===== config.mk =====
export PLATFORM = sky130hd
export DESIGN_NAME = mps_sequencer
export DESIGN_NICKNAME = d
export VERILOG_FILES = /design/src/hw/mps_pkg.sv /design/src/hw/mps_sequencer.sv
export SDC_FILE = /design/constraint.sdc
export NUM_CORES = 1
export LEC_CHECK = 0
export BUFFER_PORTS_ARGS = -buffer_cell sky130_fd_sc_hd__buf_2
export CAP_MARGIN = 20
export CORE_MARGIN = 1.5
export CORE_UTILIZATION = 59
export DETAILED_ROUTE_END_ITERATION = 6
export GPL_ROUTABILITY_DRIVEN = 0
export PLACE_DENSITY = 0.85
export SLEW_MARGIN = 20
export SYNTH_ARGS = -nofsm -noshare
export SYNTH_HDL_FRONTEND = slang
export SYNTH_SLANG_ARGS = --single-unit

===== constraint.sdc =====
create_clock -name clk -period 4.3 [get_ports clk]
set_input_delay 0.645 -clock clk [delete_from_list [all_inputs] [get_ports clk]]
set_output_delay 0.645 -clock clk [all_outputs]
set_load 0.05 [all_outputs]

===== src/hw/mps_pkg.sv =====
// Purpose: Shared constants and types for the program sequencer.
// Assumes: 14-bit instruction words; encodings below are local to this core.
// Notes:   Bus offsets are byte addresses on a 32-bit classic Wishbone port.
package mps_pkg;
    localparam int          PC_W_DEF        = 10;
    localparam int          STACK_DEPTH_DEF = 4;
    localparam int          INSTR_W         = 14;
    localparam int          CLS_MSB         = 13;
    localparam int          CLS_LSB         = 12;
    localparam int          SUB_MSB         = 11;
    localparam int          SUB_LSB         = 8;
    localparam int          CALL_BIT        = 11;
    localparam logic [1:0]  CLS_ALU         = 2'h0;
    localparam logic [1:0]  CLS_JMP         = 2'h1;
    localparam logic [1:0]  CLS_MISC        = 2'h2;
    localparam logic [10:0] RESET_VECTOR    = 11'h000;
    localparam logic [10:0] INT_VECTOR      = 11'h004;
    localparam logic [7:0]  ADR_PCL         = 8'h00;
    localparam logic [7:0]  ADR_ACC         = 8'h04;
    localparam logic [7:0]  ACC_RESET       = 8'h00;
    localparam logic [3:0]  STATUS_RESET    = 4'h0;
    localparam int          ST_C            = 0;
    localparam int          ST_AC           = 1;
    localparam int          ST_Z            = 2;
    localparam int          ST_OV           = 3;

    typedef enum logic [1:0] {
        PH_T1 = 2'b00,
        PH_T2 = 2'b01,
        PH_T3 = 2'b10,
        PH_T4 = 2'b11
    } mps_phase_t;

    typedef enum logic [3:0] {
        ALU_ADD = 4'h0, ALU_ADC = 4'h1, ALU_SUB = 4'h2, ALU_SBC = 4'h3,
        ALU_DAA = 4'h4, ALU_AND = 4'h5, ALU_OR  = 4'h6, ALU_XOR = 4'h7,
        ALU_CPL = 4'h8, ALU_RR  = 4'h9, ALU_RRC = 4'hA, ALU_RL  = 4'hB,
        ALU_RLC = 4'hC, ALU_INC = 4'hD, ALU_DEC = 4'hE, ALU_MOV = 4'hF
    } mps_alu_op_t;

    typedef enum logic [3:0] {
        MSC_RET  = 4'h0, MSC_INTERRUPT_RETURN = 4'h1, MSC_SZ  = 4'h2, MSC_SNZ = 4'h3,
        MSC_SIZ  = 4'h4, MSC_SDZ  = 4'h5, MSC_PCL = 4'h6, MSC_EI  = 4'h7,
        MSC_DI   = 4'h8
    } mps_misc_op_t;
endpackage


===== src/hw/mps_sequencer.sv =====
// Purpose: Instruction sequencer: phases, fetch pipeline, PC, return stack, ALU.
// Assumes: Program memory answers combinationally to pmAddr within the four phases of an instruction cycle.
// Notes:   Registers reached over classic Wishbone; interrupt request on same clock.
//
// Implementation choices: the register addresses and register access over Wishbone.
`timescale 1ns/1ps
module mps_sequencer
    import mps_pkg::*;
#(
    parameter int PC_W        = PC_W_DEF,
    parameter int STACK_DEPTH = STACK_DEPTH_DEF
) (
    input  wire logic               clk,
    input  wire logic               reset_n,
    input  wire logic               wbCyc,
    input  wire logic               wbStb,
    input  wire logic               wbWe,
    input  wire logic [7:0]         wbAdr,
    input  wire logic [3:0]         wbSel,
    input  wire logic [31:0]        wbDatW,
    output logic      [31:0]        wbDatR,
    output logic                    wbAck,
    output logic      [PC_W-1:0]    pmAddr,
    input  wire logic [INSTR_W-1:0] pmData,
    input  wire logic               intReq,
    output logic                    intAck,
    output mps_phase_t              instructionPhases
);
    localparam int SP_W = $clog2(STACK_DEPTH + 1);
    localparam logic [SP_W-1:0] SP_FULL = SP_W'(STACK_DEPTH);

    mps_phase_t         phase;
    logic [PC_W-1:0]    pc;
    logic [INSTR_W-1:0] instr;
    logic               instrValid;
    logic [7:0]         acc;
    logic [3:0]         status;
    logic               intEn;
    logic               intPending;
    logic               pclPend;
    logic [7:0]         pclVal;
    logic [PC_W-1:0]    stackMem [STACK_DEPTH];
    logic [SP_W-1:0]    sp;

    logic [1:0]         cls;
    logic [3:0]         sub;
    logic [7:0]         imm;
    logic               commit;
    logic               isAlu;
    logic               isMisc;
    logic               isJmp;
    logic               isCall;
    logic               isRet;
    logic               isMovPcl;
    logic               skipTaken;
    logic               xfer;
    logic               stackFull;
    logic               takeInt;
    logic               takePcl;
    logic               push;
    logic               pop;
    logic               dummy;
    logic [PC_W-1:0]    next_pc;
    logic [7:0]         aluRes;
    logic [3:0]         aluFlags;
    logic               aluWrite;
    logic [7:0]         addB;
    logic               addCin;
    logic [8:0]         sum9;
    logic [4:0]         half5;
    logic [8:0]         daa9;
    logic               busReq;

    // Phase counter: T4 is the commit edge of each instruction cycle
    always_ff @(posedge clk or negedge reset_n) begin
        if (!reset_n) begin
            phase <= PH_T1;
        end else begin
            case (phase)
                PH_T1:   phase <= PH_T2;
                PH_T2:   phase <= PH_T3;
                PH_T3:   phase <= PH_T4;
                PH_T4:   phase <= PH_T1;
                default: phase <= PH_T1;
            endcase
        end
    end

    assign instructionPhases = phase;
    assign commit            = (phase == PH_T4);

    // Decode of the instruction in execution
    assign cls       = instr[CLS_MSB:CLS_LSB];
    assign sub       = instr[SUB_MSB:SUB_LSB];
    assign imm       = instr[7:0];
    assign isAlu     = instrValid && (cls == CLS_ALU);
    assign isMisc    = instrValid && (cls == CLS_MISC);
    assign isJmp     = instrValid && (cls == CLS_JMP);
    assign isCall    = isJmp && instr[CALL_BIT];
    assign isRet     = isMisc && (sub == MSC_RET || sub == MSC_INTERRUPT_RETURN);
    assign isMovPcl  = isMisc && (sub == MSC_PCL);
    assign stackFull = (sp == SP_FULL);

    always_comb begin
        skipTaken = 1'b0;
        if (isMisc) begin
            case (mps_misc_op_t'(sub))
                MSC_SZ:  skipTaken = (acc == 8'h00);
                MSC_SNZ: skipTaken = (acc != 8'h00);
                MSC_SIZ: skipTaken = (acc == 8'hFF);
                MSC_SDZ: skipTaken = (acc == 8'h01);
                default: skipTaken = 1'b0;
            endcase
        end
    end

    assign xfer    = isJmp || isRet || isMovPcl || skipTaken;
    assign takePcl = pclPend && !xfer;
    assign takeInt = intPending && intEn && !stackFull && !xfer && !pclPend;
    assign push    = commit && (isCall || takeInt);
    assign pop     = commit && isRet;
    assign dummy   = xfer || takePcl || takeInt;

    always_comb begin
        if (isJmp) begin
            next_pc = instr[PC_W-1:0];
        end else if (isRet) begin
            next_pc = stackMem[0];
        end else if (isMovPcl) begin
            next_pc = {pc[PC_W-1:8], acc};
        end else if (takePcl) begin
            next_pc = {pc[PC_W-1:8], pclVal};
        end else if (takeInt) begin
            next_pc = INT_VECTOR[PC_W-1:0];
        end else begin
            next_pc = pc + 1'b1;
        end
    end

    // Fetch pipeline: next word is latched while the current one retires
    always_ff @(posedge clk or negedge reset_n) begin
        if (!reset_n) begin
            pc         <= RESET_VECTOR[PC_W-1:0];
            instr      <= '0;
            instrValid <= 1'b0;
        end else if (commit) begin
            pc         <= next_pc;
            instr      <= pmData;
            instrValid <= !dummy;
        end
    end

    assign pmAddr = pc;

    // ALU: shared adder for add and subtract families
    always_comb begin
        addB   = imm;
        addCin = 1'b0;
        case (mps_alu_op_t'(sub))
            ALU_ADC: addCin = status[ST_C];
            ALU_SUB: begin
                addB   = ~imm;
                addCin = 1'b1;
            end
            ALU_SBC: begin
                addB   = ~imm;
                addCin = status[ST_C];
            end
            default: addCin = 1'b0;
        endcase
        sum9  = {1'b0, acc} + {1'b0, addB} + {8'h00, addCin};
        half5 = {1'b0, acc[3:0]} + {1'b0, addB[3:0]} + {4'h0, addCin};
        daa9  = {1'b0, acc};
        if (acc[3:0] > 4'h9 || status[ST_AC]) begin
            daa9 = daa9 + 9'h006;
        end
        if (daa9[7:4] > 4'h9 || status[ST_C] || daa9[8]) begin
            daa9 = daa9 + 9'h060;
        end
    end

    always_comb begin
        aluRes   = acc;
        aluFlags = status;
        aluWrite = 1'b0;
        if (isAlu) begin
            aluWrite = 1'b1;
            case (mps_alu_op_t'(sub))
                ALU_ADD, ALU_ADC, ALU_SUB, ALU_SBC: begin
                    aluRes          = sum9[7:0];
                    aluFlags[ST_C]  = sum9[8];
                    aluFlags[ST_AC] = half5[4];
                    aluFlags[ST_OV] = (acc[7] == addB[7]) && (sum9[7] != acc[7]);
                end
                ALU_DAA: begin
                    aluRes         = daa9[7:0];
                    aluFlags[ST_C] = daa9[8] | status[ST_C];
                end
                ALU_AND: aluRes = acc & imm;
                ALU_OR:  aluRes = acc | imm;
                ALU_XOR: aluRes = acc ^ imm;
                ALU_CPL: aluRes = ~acc;
                ALU_RR:  aluRes = {acc[0], acc[7:1]};
                ALU_RL:  aluRes = {acc[6:0], acc[7]};
                ALU_RRC: begin
                    aluRes         = {status[ST_C], acc[7:1]};
                    aluFlags[ST_C] = acc[0];
                end
                ALU_RLC: begin
                    aluRes         = {acc[6:0], status[ST_C]};
                    aluFlags[ST_C] = acc[7];
                end
                ALU_INC: aluRes = acc + 8'h01;
                ALU_DEC: aluRes = acc - 8'h01;
                ALU_MOV: aluRes = imm;
                default: aluRes = acc;
            endcase
            if (sub != ALU_RR && sub != ALU_RL && sub != ALU_RRC && sub != ALU_RLC) begin
                aluFlags[ST_Z] = (aluRes == 8'h00);
            end
        end else if (isMisc && sub == MSC_SIZ) begin
            aluWrite = 1'b1;
            aluRes   = acc + 8'h01;
        end else if (isMisc && sub == MSC_SDZ) begin
            aluWrite = 1'b1;
            aluRes   = acc - 8'h01;
        end
    end

    always_ff @(posedge clk or negedge reset_n) begin
        if (!reset_n) begin
            acc    <= ACC_RESET;
            status <= STATUS_RESET;
        end else if (commit && aluWrite) begin
            acc    <= aluRes;
            status <= aluFlags;
        end
    end

    // Return stack: shift register, entry 0 is the top; hidden from the bus
    for (genvar i = 0; i < STACK_DEPTH; i++) begin : g_stack
        always_ff @(posedge clk or negedge reset_n) begin
            if (!reset_n) begin
                stackMem[i] <= '0;
            end else if (push) begin
                if (i == 0) begin
                    stackMem[i] <= pc;
                end else begin
                    stackMem[i] <= stackMem[(i == 0) ? 0 : i - 1];
                end
            end else if (pop) begin
                if (i == STACK_DEPTH - 1) begin
                    stackMem[i] <= '0;
                end else begin
                    stackMem[i] <= stackMem[(i == STACK_DEPTH - 1) ? i : i + 1];
                end
            end
        end
    end

    always_ff @(posedge clk or negedge reset_n) begin
        if (!reset_n) begin
            sp <= '0;
        end else if (push && !stackFull) begin
            sp <= sp + 1'b1;
        end else if (pop && sp != '0) begin
            sp <= sp - 1'b1;
        end
    end

    // Interrupt request is held until acknowledged; a new request wins
    always_ff @(posedge clk or negedge reset_n) begin
        if (!reset_n) begin
            intPending <= 1'b0;
            intEn      <= 1'b0;
            intAck     <= 1'b0;
        end else begin
            intPending <= intReq || (intPending && !(commit && takeInt));
            intAck     <= commit && takeInt;
            if (commit && takeInt) begin
                intEn <= 1'b0;
            end else if (commit && isMisc && (sub == MSC_INTERRUPT_RETURN || sub == MSC_EI)) begin
                intEn <= 1'b1;
            end else if (commit && isMisc && sub == MSC_DI) begin
                intEn <= 1'b0;
            end
        end
    end

    // Wishbone slave: single-cycle ack, unmapped reads return zero
    assign busReq = wbCyc && wbStb && !wbAck;

    always_ff @(posedge clk or negedge reset_n) begin
        if (!reset_n) begin
            wbAck  <= 1'b0;
            wbDatR <= '0;
        end else begin
            wbAck <= busReq;
            if (busReq && !wbWe) begin
                case (wbAdr)
                    ADR_PCL: wbDatR <= {24'h000000, pc[7:0]};
                    ADR_ACC: wbDatR <= {20'h00000, status, acc};
                    default: wbDatR <= '0;
                endcase
            end
        end
    end

    always_ff @(posedge clk or negedge reset_n) begin
        if (!reset_n) begin
            pclPend <= 1'b0;
            pclVal  <= 8'h00;
        end else if (busReq && wbWe && wbAdr == ADR_PCL && wbSel[0]) begin
            pclPend <= 1'b1;
            pclVal  <= wbDatW[7:0];
        end else if (commit && takePcl) begin
            pclPend <= 1'b0;
        end
    end
endmodule


==> reports/metrics.sh, run 1 <==
ROUTED_WIRELENGTH_MM=22.0
PORTBUFFERS=62
SETUP_REPAIR_AFTER_GLOBAL_ROUTING_MISSED_ITS_MARGIN='false'
R2R.WORST_PATH.CELLS=14
TIMING.CRITICAL_PATH.TO_TYPE='register'
MIN_PERIOD_PS=3640
MIN-DELAY-PATH-CLASS='in -> async'
FINALSETUPVIOLATIONS=0
GRT_PASS1_WL_MM=35.0
SYN-CELL-AREA_UM2=7640
CLOCK-SKEW-FINAL_PS=12.6
COUNT_OF_TRITONROUTE_ITERATIONS_IN_THE_FIRST_ROUTING_PASS=7
POWER.LEAKAGE_nW=3.70
CLOCK_INSERTION_DELAY_WORST_SKEW_PS=370
SYNTH.LIB_CELLS_USED.DISTINCT=80
HOLD_VIOLATIONS=0
POST_CTS_BUFFERS=0
FLOORPLAN.IO_PINS=110
FIN_AREA_UM2=8240
GR-TOTAL-OVERFLOW=0
COMB_POWER_SHARE_PCT=43.2
CP-START-KIND='register'
CTS_INSERTED_BUFFERS=9
ANTENNA_LEFT=0
DPL_CELL_AREA_UM2=7940
RUN_STATUS='complete, no violations'
MAXCLOCKFREQUENCY_MHz=275
DIE-AREA_UM2=13600
FLOORPLAN.ROWS=41
VIAS_IN_THE_FIRST_GLOBAL_ROUTE=6821
NUM-NETS-FINAL=1042
POWER_DENSITY_nW_PER_UM2=494
INITIAL_UTILIZATION_PCT=60.5
INSERTEDDIODECOUNT=0
CLOCK_SINK_COUNT=107
DRT-VIAS-PER-INSTANCE=6.55
WORSTPATHREQUIRED_PS=4560
GRT_USAGE_PCT=33.3
CLOCK_TREE.BUFFER_DEPTH=2
SYNTH-MAIN-FF-CELL='sky130_fd_sc_hd__dfrtp_1'
CP_DATA_ARRIVAL_TIME_PS=3900
YOSYSSEQAREASHARE_PCT=35.0
CTS_TREE='built'
CRIT_FANOUT=13
POST_SYNTH_EDFFS=0
CTS.CLK_SLEW.WORST_PATHS_PS=80
POWER.SHARE.CLOCK_PCT=21.3
POWER.SHARE.SEQUENTIAL_PCT=35.5
POSTCTSRESIZEDCELLS=0
ANTENNA_VIOLATIONS_BEFORE_REPAIR=0
SLEW-LIMIT-HEADROOM_PCT=40.5
WORST_PIN_SLEW_PS=884
DIE_HEIGHT_UM=117
LARGEST_NET_DEGREE_AT_THE_START_OF_GLOBAL_ROUTING=53
WORST_IR_DROP_ON_VDD_V=0.000360
CTS_HOLD_BUFFERS=0
TOTAL_NUMBER_OF_YOSYS_WARNINGS=0
DRIVE_ABOVE_1_SHARE_PCT=14.2
NUM_VIAS=7313
H-TREE-DEPTH=3
SYNTH_SEQ_CELLS=107
FINALMAXSLEWVIOLATIONS=0
FP.DIEW_UM=117
POST-ROUTE-DRC-COUNT=0
PLACE.DETAILED.HPWL_MM=15.3
LAYOUT.FILLER_CELLS=1061
FINALSETUPTNS_PS=0
FINAL.PERIOD_UTILIZATION_PCT=84.6
POST_SYNTH_INST_COUNT=912
SEQCELLAREA_UM2=2680
COREAREA_UM2=12600
SHARE_OF_FLIP_FLOPS_WITH_AN_ASYNCHRONOUS_SET_OR_RESET_AFTER_SYNTHESIS_PCT=100
POWER_REPORT.INTERNAL_TOTAL_W=0.00219
POSTSYNTHAREAPERCELL_UM2=8.38
MULTI_INPUT_AREA_UM2=4440
CLOCK_TREE.ROOT_CELL='sky130_fd_sc_hd__clkbuf_16'
SWSHARE_PCT=46.1
POWER.SWITCHING_W=0.00188
AVGROUTEDWIREPERCELL_UM=19.7
MAX_CAP_VIOLATIONS=0
FIRST_ITER_VIOLATIONS=1060
CRITICAL_PATH_CLASS='reg -> reg'
SYN2LAYOUT_AREA_GROWTH_PCT=7.91
[per-layer routing]
metal	GRT usage, %	share of wire [%]	up-vias
met5	0	0	-
met4	20.0	5.8	0
met3	9.42	11	137
met2	50.9	45	486
met1	42.3	38	3391
li1	-	-	3299
[critical path: stages (launching register included)]
cell                       delay (ps)
sky130_fd_sc_hd__dfrtp_1          640
sky130_fd_sc_hd__nand2b_4         100
sky130_fd_sc_hd__nor2_4           310
sky130_fd_sc_hd__xnor2_1          200
sky130_fd_sc_hd__fa_1             250
sky130_fd_sc_hd__inv_1             60
sky130_fd_sc_hd__fa_1             410
sky130_fd_sc_hd__a21o_1           180
sky130_fd_sc_hd__a21oi_1          270
sky130_fd_sc_hd__o21bai_1         100
sky130_fd_sc_hd__a21oi_1          260
sky130_fd_sc_hd__xnor2_1          140
sky130_fd_sc_hd__o22ai_1          240
sky130_fd_sc_hd__nand4_1          120
sky130_fd_sc_hd__o32ai_1          260
[power by group through the flow]
stage               Sequential (W)  Combinational [W]  Clock [W]
finish                     0.00144            0.00176   0.000869
detailed placement         0.00144            0.00168          0
global placement           0.00144            0.00164          0
global route               0.00146            0.00190   0.000907
CTS                        0.00142            0.00169   0.000878
floorplan                  0.00143            0.00120          0
[cells by family (layout without fill, tap and decap cells)]
group / count (synthesis) / count (layout) / synth area share (%)
buffers and inverters: 119 / 133 / 7.88
AO/OA/AOI/OAI: 261 / 261 / 23.1
multiplexers: 27 / 27 / 3.75
flip-flops: 107 / 107 / 35.0
other: 1 / 20 / 0.0491
AND/OR/NAND/NOR: 323 / 323 / 19.5
adder cells (fa/ha/maj): 38 / 38 / 6.52
XOR/XNOR: 36 / 36 / 4.13
[registers in the layout, summed over array words and instances (netlist names), 2 cells and up]
signal / cells
stackMem: 40
instr: 14
wbDatR: 12
pmAddr: 10
acc: 8
pclVal: 8
status: 4
sp: 3
instructionPhases: 2
[cell usage after synthesis, types with 6 or more instances]
library cell,number,area share (%)
sky130_fd_sc_hd__nor4_1,6,0.49
sky130_fd_sc_hd__a31oi_1,15,1.2
sky130_fd_sc_hd__xnor2_1,32,3.7
sky130_fd_sc_hd__nor2_1,54,2.7
sky130_fd_sc_hd__or3_1,6,0.49
sky130_fd_sc_hd__buf_2,18,1.2
sky130_fd_sc_hd__o21ai_0,63,4.1
sky130_fd_sc_hd__mux2i_1,14,1.8
sky130_fd_sc_hd__a22oi_1,41,4.0
sky130_fd_sc_hd__dfrtp_1,107,35
sky130_fd_sc_hd__o22ai_1,14,1.1
sky130_fd_sc_hd__a211oi_1,10,0.98
sky130_fd_sc_hd__buf_4,25,2.5
sky130_fd_sc_hd__a21oi_1,45,2.9
sky130_fd_sc_hd__ha_1,35,5.7
sky130_fd_sc_hd__mux2_2,11,1.6
sky130_fd_sc_hd__nor3_1,21,1.4
sky130_fd_sc_hd__and3_1,10,0.82
sky130_fd_sc_hd__a221oi_1,10,1.1
sky130_fd_sc_hd__nand3_1,29,1.9
sky130_fd_sc_hd__inv_1,28,1.4
sky130_fd_sc_hd__clkbuf_1,35,1.7
sky130_fd_sc_hd__nand4_1,8,0.66
sky130_fd_sc_hd__nand2_1,154,7.6
[layout by cell type, fill, tap and decap left out, types with 4 or more instances in the layout]
cell,n
sky130_fd_sc_hd__and3_1,10
sky130_fd_sc_hd__conb_1,20
sky130_fd_sc_hd__o31ai_1,4
sky130_fd_sc_hd__a32oi_1,4
sky130_fd_sc_hd__o211ai_1,4
sky130_fd_sc_hd__o21ai_0,63
sky130_fd_sc_hd__ha_1,35
sky130_fd_sc_hd__buf_4,24
sky130_fd_sc_hd__buf_2,61
sky130_fd_sc_hd__nor2_1,54
sky130_fd_sc_hd__nor2b_1,5
sky130_fd_sc_hd__nor4_1,6
sky130_fd_sc_hd__xor2_1,4
sky130_fd_sc_hd__nand4_1,8
sky130_fd_sc_hd__nand2_1,154
sky130_fd_sc_hd__mux2i_1,14
sky130_fd_sc_hd__nor3_2,4
sky130_fd_sc_hd__a22oi_1,41
sky130_fd_sc_hd__clkbuf_16,9
sky130_fd_sc_hd__dfrtp_1,107
sky130_fd_sc_hd__nand2b_1,4
sky130_fd_sc_hd__o22ai_1,14
sky130_fd_sc_hd__inv_1,28
sky130_fd_sc_hd__or3_1,6
sky130_fd_sc_hd__o32a_1,4
sky130_fd_sc_hd__a21oi_1,45
sky130_fd_sc_hd__a221oi_1,10
sky130_fd_sc_hd__nor3_1,20
sky130_fd_sc_hd__nand3_1,29
sky130_fd_sc_hd__mux2_2,11
sky130_fd_sc_hd__o221ai_1,5
sky130_fd_sc_hd__a32o_1,5
sky130_fd_sc_hd__a31oi_1,15
sky130_fd_sc_hd__a211oi_1,10
sky130_fd_sc_hd__xnor2_1,32
[per-stage QoR]
stage | util [%] | power [W] | std cells | setup slack [ps] | hold WS [ps]
after detailed placement | 62.9 | 0.00312 | 1101 | 781 | 473
after floorplan | - | 0.00264 | 931 | 1100 | 349
after global routing | 65.3 | 0.00427 | 1117 | 437 | 387
after global placement | 62.9 | 0.00308 | 1101 | 864 | 464
final | 65.3 | 0.00407 | 1117 | 664 | 318
after CTS | 65.3 | 0.00399 | 1117 | 733 | 346
[final cells by class]
cell class                 instances  area share [%]
sequential                       107            32.5
clock buffer                       9            2.73
inverter                          32            1.46
clock inverter                     7            1.02
timing repair buffer              85            5.89
tap                              172            2.61
multi-input combinational        705            53.8
[worst paths after layout]
check / startpoint / endpoint / slack (ps)
worst max register to register: instr[9] / status[2] / 660
worst min-delay path: reset_n / instructionPhases[0] / 320
min in group clk: intReq / intPending / 470
worst max-delay path: instr[9] / status[2] / 660
worst min register to register: wbDatR[3] / wbDatR[3] / 490
max in group asynchronous: reset_n / wbDatR[6] / 3100
Power figures use the tool's default switching activity.
==> run 2, diff against run 1 <==
Settings changed: ABC_AREA from default to 1, CORE_UTILIZATION 59 to 58, PLACE_DENSITY 0.85 to 0.84.
Clock period 4.3 ns to 3.6 ns, I/O delays scaled along.
==> run 2 against run 1 <==
Sequential share of layout area increased by 0.79 points; sequential power is 21% higher; critical path depth is 3 higher; critical path type unchanged; hold slack lost 37 ps; critical endpoint is now acc[6]; die area shrank 2.8%; area after synthesis decreased by 4.6%; combinational power up 32%.
==> reports/metrics.sh, run 2 <==
SEQCELLAREA_UM2=2680
WORSTPATHREQUIRED_PS=3850
MIN-DELAY-PATH-CLASS='in -> async'
CTS.CLK_SLEW.WORST_PATHS_PS=70
ROUTED_WIRELENGTH_MM=20.2
FINAL.PERIOD_UTILIZATION_PCT=85.6
LAYOUT_COMMON_CELLS='sky130_fd_sc_hd__nand2_1, sky130_fd_sc_hd__dfrtp_1, sky130_fd_sc_hd__inv_1'
PLACE.DETAILED.HPWL_MM=14.9
CLOCK_SINK_COUNT=107
DRT-VIAS-PER-INSTANCE=5.87
MAXCLOCKFREQUENCY_MHz=324
NUM-NETS-FINAL=1130
POST-ROUTE-DRC-COUNT=0
MULTI_INPUT_AREA_UM2=4000
POSTCTSRESIZEDCELLS=0
FLOORPLAN.IO_PINS=110
FP.DIEW_UM=115
HOLD_VIOLATIONS=0
GRT_PASS1_WL_MM=32.8
CLOCK-SKEW-FINAL_PS=7.56
CP-ENDPOINT='acc[6]'
TIMING.CRITICAL_PATH.TO_TYPE='register'
FINALSETUPTNS_PS=0
MOST_USED_STANDARD_CELLS_IN_THE_SYNTHESIZED_NETLIST='sky130_fd_sc_hd__nand2_1, sky130_fd_sc_hd__dfrtp_1, sky130_fd_sc_hd__inv_1, sky130_fd_sc_hd__nor2_1, sky130_fd_sc_hd__o21ai_0'
FF2FF_SETUP_SLACK_PS=520
DIE_HEIGHT_UM=115
CTS_HOLD_BUFFERS=0
LARGEST_NET_DEGREE_AT_THE_START_OF_GLOBAL_ROUTING=66
LARGEST_REGISTERS='stackMem x40, instr x14, wbDatR x12'
COREAREA_UM2=12200
CRIT-REG2REG-CAPTURE='acc[6]'
SYNTH.TOP_CELLS.BY_AREA='sky130_fd_sc_hd__dfrtp_1, sky130_fd_sc_hd__nand2_1, sky130_fd_sc_hd__ha_1'
FIRST_ITER_VIOLATIONS=1021
MOST_INSTANTIATED_LIBRARY_CELL_AFTER_SYNTHESIS='sky130_fd_sc_hd__nand2_1'
SHARE_OF_FLIP_FLOPS_WITH_AN_ASYNCHRONOUS_SET_OR_RESET_AFTER_SYNTHESIS_PCT=100
INITIAL_UTILIZATION_PCT=60.0
SYN2LAYOUT_AREA_GROWTH_PCT=10.4
WORST_SETUP_PATH_STARTPOINT='instr[11]'
AVGROUTEDWIREPERCELL_UM=16.8
TOTAL_NUMBER_OF_YOSYS_WARNINGS=0
GRT_USAGE_PCT=32.1
REGTOREGSTARTPOINT='instr[11]'
RUN_STATUS='complete, no violations'
FINALSETUPVIOLATIONS=0
SYNTH-MAIN-FF-CELL='sky130_fd_sc_hd__dfrtp_1'
CRITICAL_PATH_CLASS='reg -> reg'
POSTSYNTHAREAPERCELL_UM2=7.60
FRACTION_OF_SYNTHESIZED_CELL_AREA_TAKEN_BY_THE_TOP_AREA_CELL_TYPE_PCT=36.7
SYN-CELL-AREA_UM2=7290
CLOCK_TREE.ROOT_CELL='sky130_fd_sc_hd__clkbuf_16'
SLEW-LIMIT-HEADROOM_PCT=43.7
COUNT_OF_TRITONROUTE_ITERATIONS_IN_THE_FIRST_ROUTING_PASS=6
POST_CTS_BUFFERS=0
FIN_AREA_UM2=8050
DPL_CELL_AREA_UM2=7780
SYNTH_AREA_LEADER_CELL='sky130_fd_sc_hd__dfrtp_1'
LARGEST_REG_FLOPS=40
SYNTH.LIB_CELLS_USED.DISTINCT=47
SYNTH_SEQ_CELLS=107
MAX_CAP_VIOLATIONS=0
WORST_PIN_SLEW_PS=844
FINALMAXSLEWVIOLATIONS=0
CLOCK_INSERTION_DELAY_WORST_SKEW_PS=360
CP-START-KIND='register'
POST_SYNTH_EDFFS=0
CLOCK_TREE.BUFFER_DEPTH=2
CTS_INSERTED_BUFFERS=9
CTS_TREE='built'
R2R.WORST_PATH.CELLS=17
CRIT_FANOUT=8
INSERTEDDIODECOUNT=0
DIE-AREA_UM2=13300
POWER.LEAKAGE_nW=3.98
H-TREE-DEPTH=3
MIN_PERIOD_PS=3080
POST_SYNTH_INST_COUNT=959
ANTENNA_LEFT=0
REGMOSTFLOPS='stackMem'
YOSYSSEQAREASHARE_PCT=36.7
SETUP_REPAIR_AFTER_GLOBAL_ROUTING_MISSED_ITS_MARGIN='false'
VIAS_IN_THE_FIRST_GLOBAL_ROUTE=6474
MOSTFREQUENTLAYOUTCELL='sky130_fd_sc_hd__nand2_1'
NUM_VIAS=7039
GR-TOTAL-OVERFLOW=0
PORTBUFFERS=62
POWER_DENSITY_nW_PER_UM2=620
WORST_IR_DROP_ON_VDD_V=0.000269
CP_DATA_ARRIVAL_TIME_PS=3340
DRIVE_ABOVE_1_SHARE_PCT=15.2
FLOORPLAN.ROWS=40
LAYOUT.FILLER_CELLS=1032
ANTENNA_VIOLATIONS_BEFORE_REPAIR=0
-- run 2: cell types whose count changed in the layout (fill, tap and decap cells not counted), sizes merged, moves of 10 or more --
cell	previous run	this run
o22ai	14	4
nand2	154	251
o211ai	4	15
a21oi	45	34
o21ai	65	85
mux2i	14	0
a31oi	15	4
xnor2	32	2
nor2	58	75
xor2	4	28
inv	34	104
nand3	29	57
-- run 2: how the worst min path moves through the flow --
stage / end / depth (start not counted) / slack [ps]
3_5_place_dp: wbAck / 1 / 440
3_3_place_gp: wbAck / 1 / 430
4_1_cts: pmAddr[7] / 1 / 320
6_report: stackMem[23] / 1 / 280
5_1_grt: stackMem[19] / 1 / 350
2_1_floorplan: acc[0] / 0 / 240
-- run 2: area by class of cell --
type,instances,share of cell area [%]
repair buffers,85,6.03
flip-flops and latches,107,33.3
multi-input cells,718,49.8
inverters,107,4.99
clock buffers,11,3.02
clock inverters,4,0.326
well taps,168,2.61
-- run 2: layer usage --
layer  vias up  share of wire (%)  wire (um)  GRT usage, %
li1       3303                  -          -             -
met5         -                  0          0             0
met1      3221                 41       8250          43.2
met4         0                4.0        803          13.7
met2       439                 44       8830          49.0
met3        76                 11       2320          8.59
-- run 2: through the flow --
| stage | util, % | worst slack [ps] | hold WS [ps] | total power (W) | std cells |
|---|---|---|---|---|---|
| global placement | 64.0 | 626 | 430 | 0.00394 | 1185 |
| floorplan | - | 599 | 244 | 0.00335 | 978 |
| detailed placement | 64.0 | 539 | 441 | 0.00400 | 1185 |
| finish | 66.2 | 517 | 280 | 0.00499 | 1200 |
| global route | 66.2 | 165 | 350 | 0.00534 | 1200 |
| CTS | 66.2 | 520 | 316 | 0.00494 | 1200 |
-- run 2: logic make-up (layout without fill, tap and decap cells) --
family                   Yosys count  count (layout)  synth area share [%]
AO/OA/AOI/OAI                    191             191                  16.2
other                              1              20                0.0514
AND/OR/NAND/NOR                  432             432                  26.1
buffers and inverters            153             207                  9.35
flip-flops                       107             107                  36.7
adder cells (fa/ha/maj)           38              38                  6.83
multiplexers                       7               7                  1.08
XOR/XNOR                          30              30                  3.60
-- run 2: critical path: stages, from the launching register on --
cell	delay, ps
sky130_fd_sc_hd__dfrtp_1	460
sky130_fd_sc_hd__nor2_1	170
sky130_fd_sc_hd__buf_4	170
sky130_fd_sc_hd__nand2_1	230
sky130_fd_sc_hd__xor2_1	240
sky130_fd_sc_hd__fa_1	400
sky130_fd_sc_hd__inv_1	100
sky130_fd_sc_hd__fa_1	200
sky130_fd_sc_hd__nand3_1	90
sky130_fd_sc_hd__nand2_1	130
sky130_fd_sc_hd__a21oi_1	80
sky130_fd_sc_hd__o21bai_1	200
sky130_fd_sc_hd__xor2_1	170
sky130_fd_sc_hd__nand2_1	80
sky130_fd_sc_hd__nand2_1	90
sky130_fd_sc_hd__nand2_1	50
sky130_fd_sc_hd__nand3_1	70
sky130_fd_sc_hd__nand2_1	50
-- run 2: power by group --
group / leakage (nW) / total, W / switching [W] / internal [W]
Clock: 0.132 / 0.000936 / 0.000451 / 0.000485
Combinational: 2.47 / 0.00232 / 0.00158 / 0.000741
Sequential: 1.38 / 0.00174 / 0.000290 / 0.00145
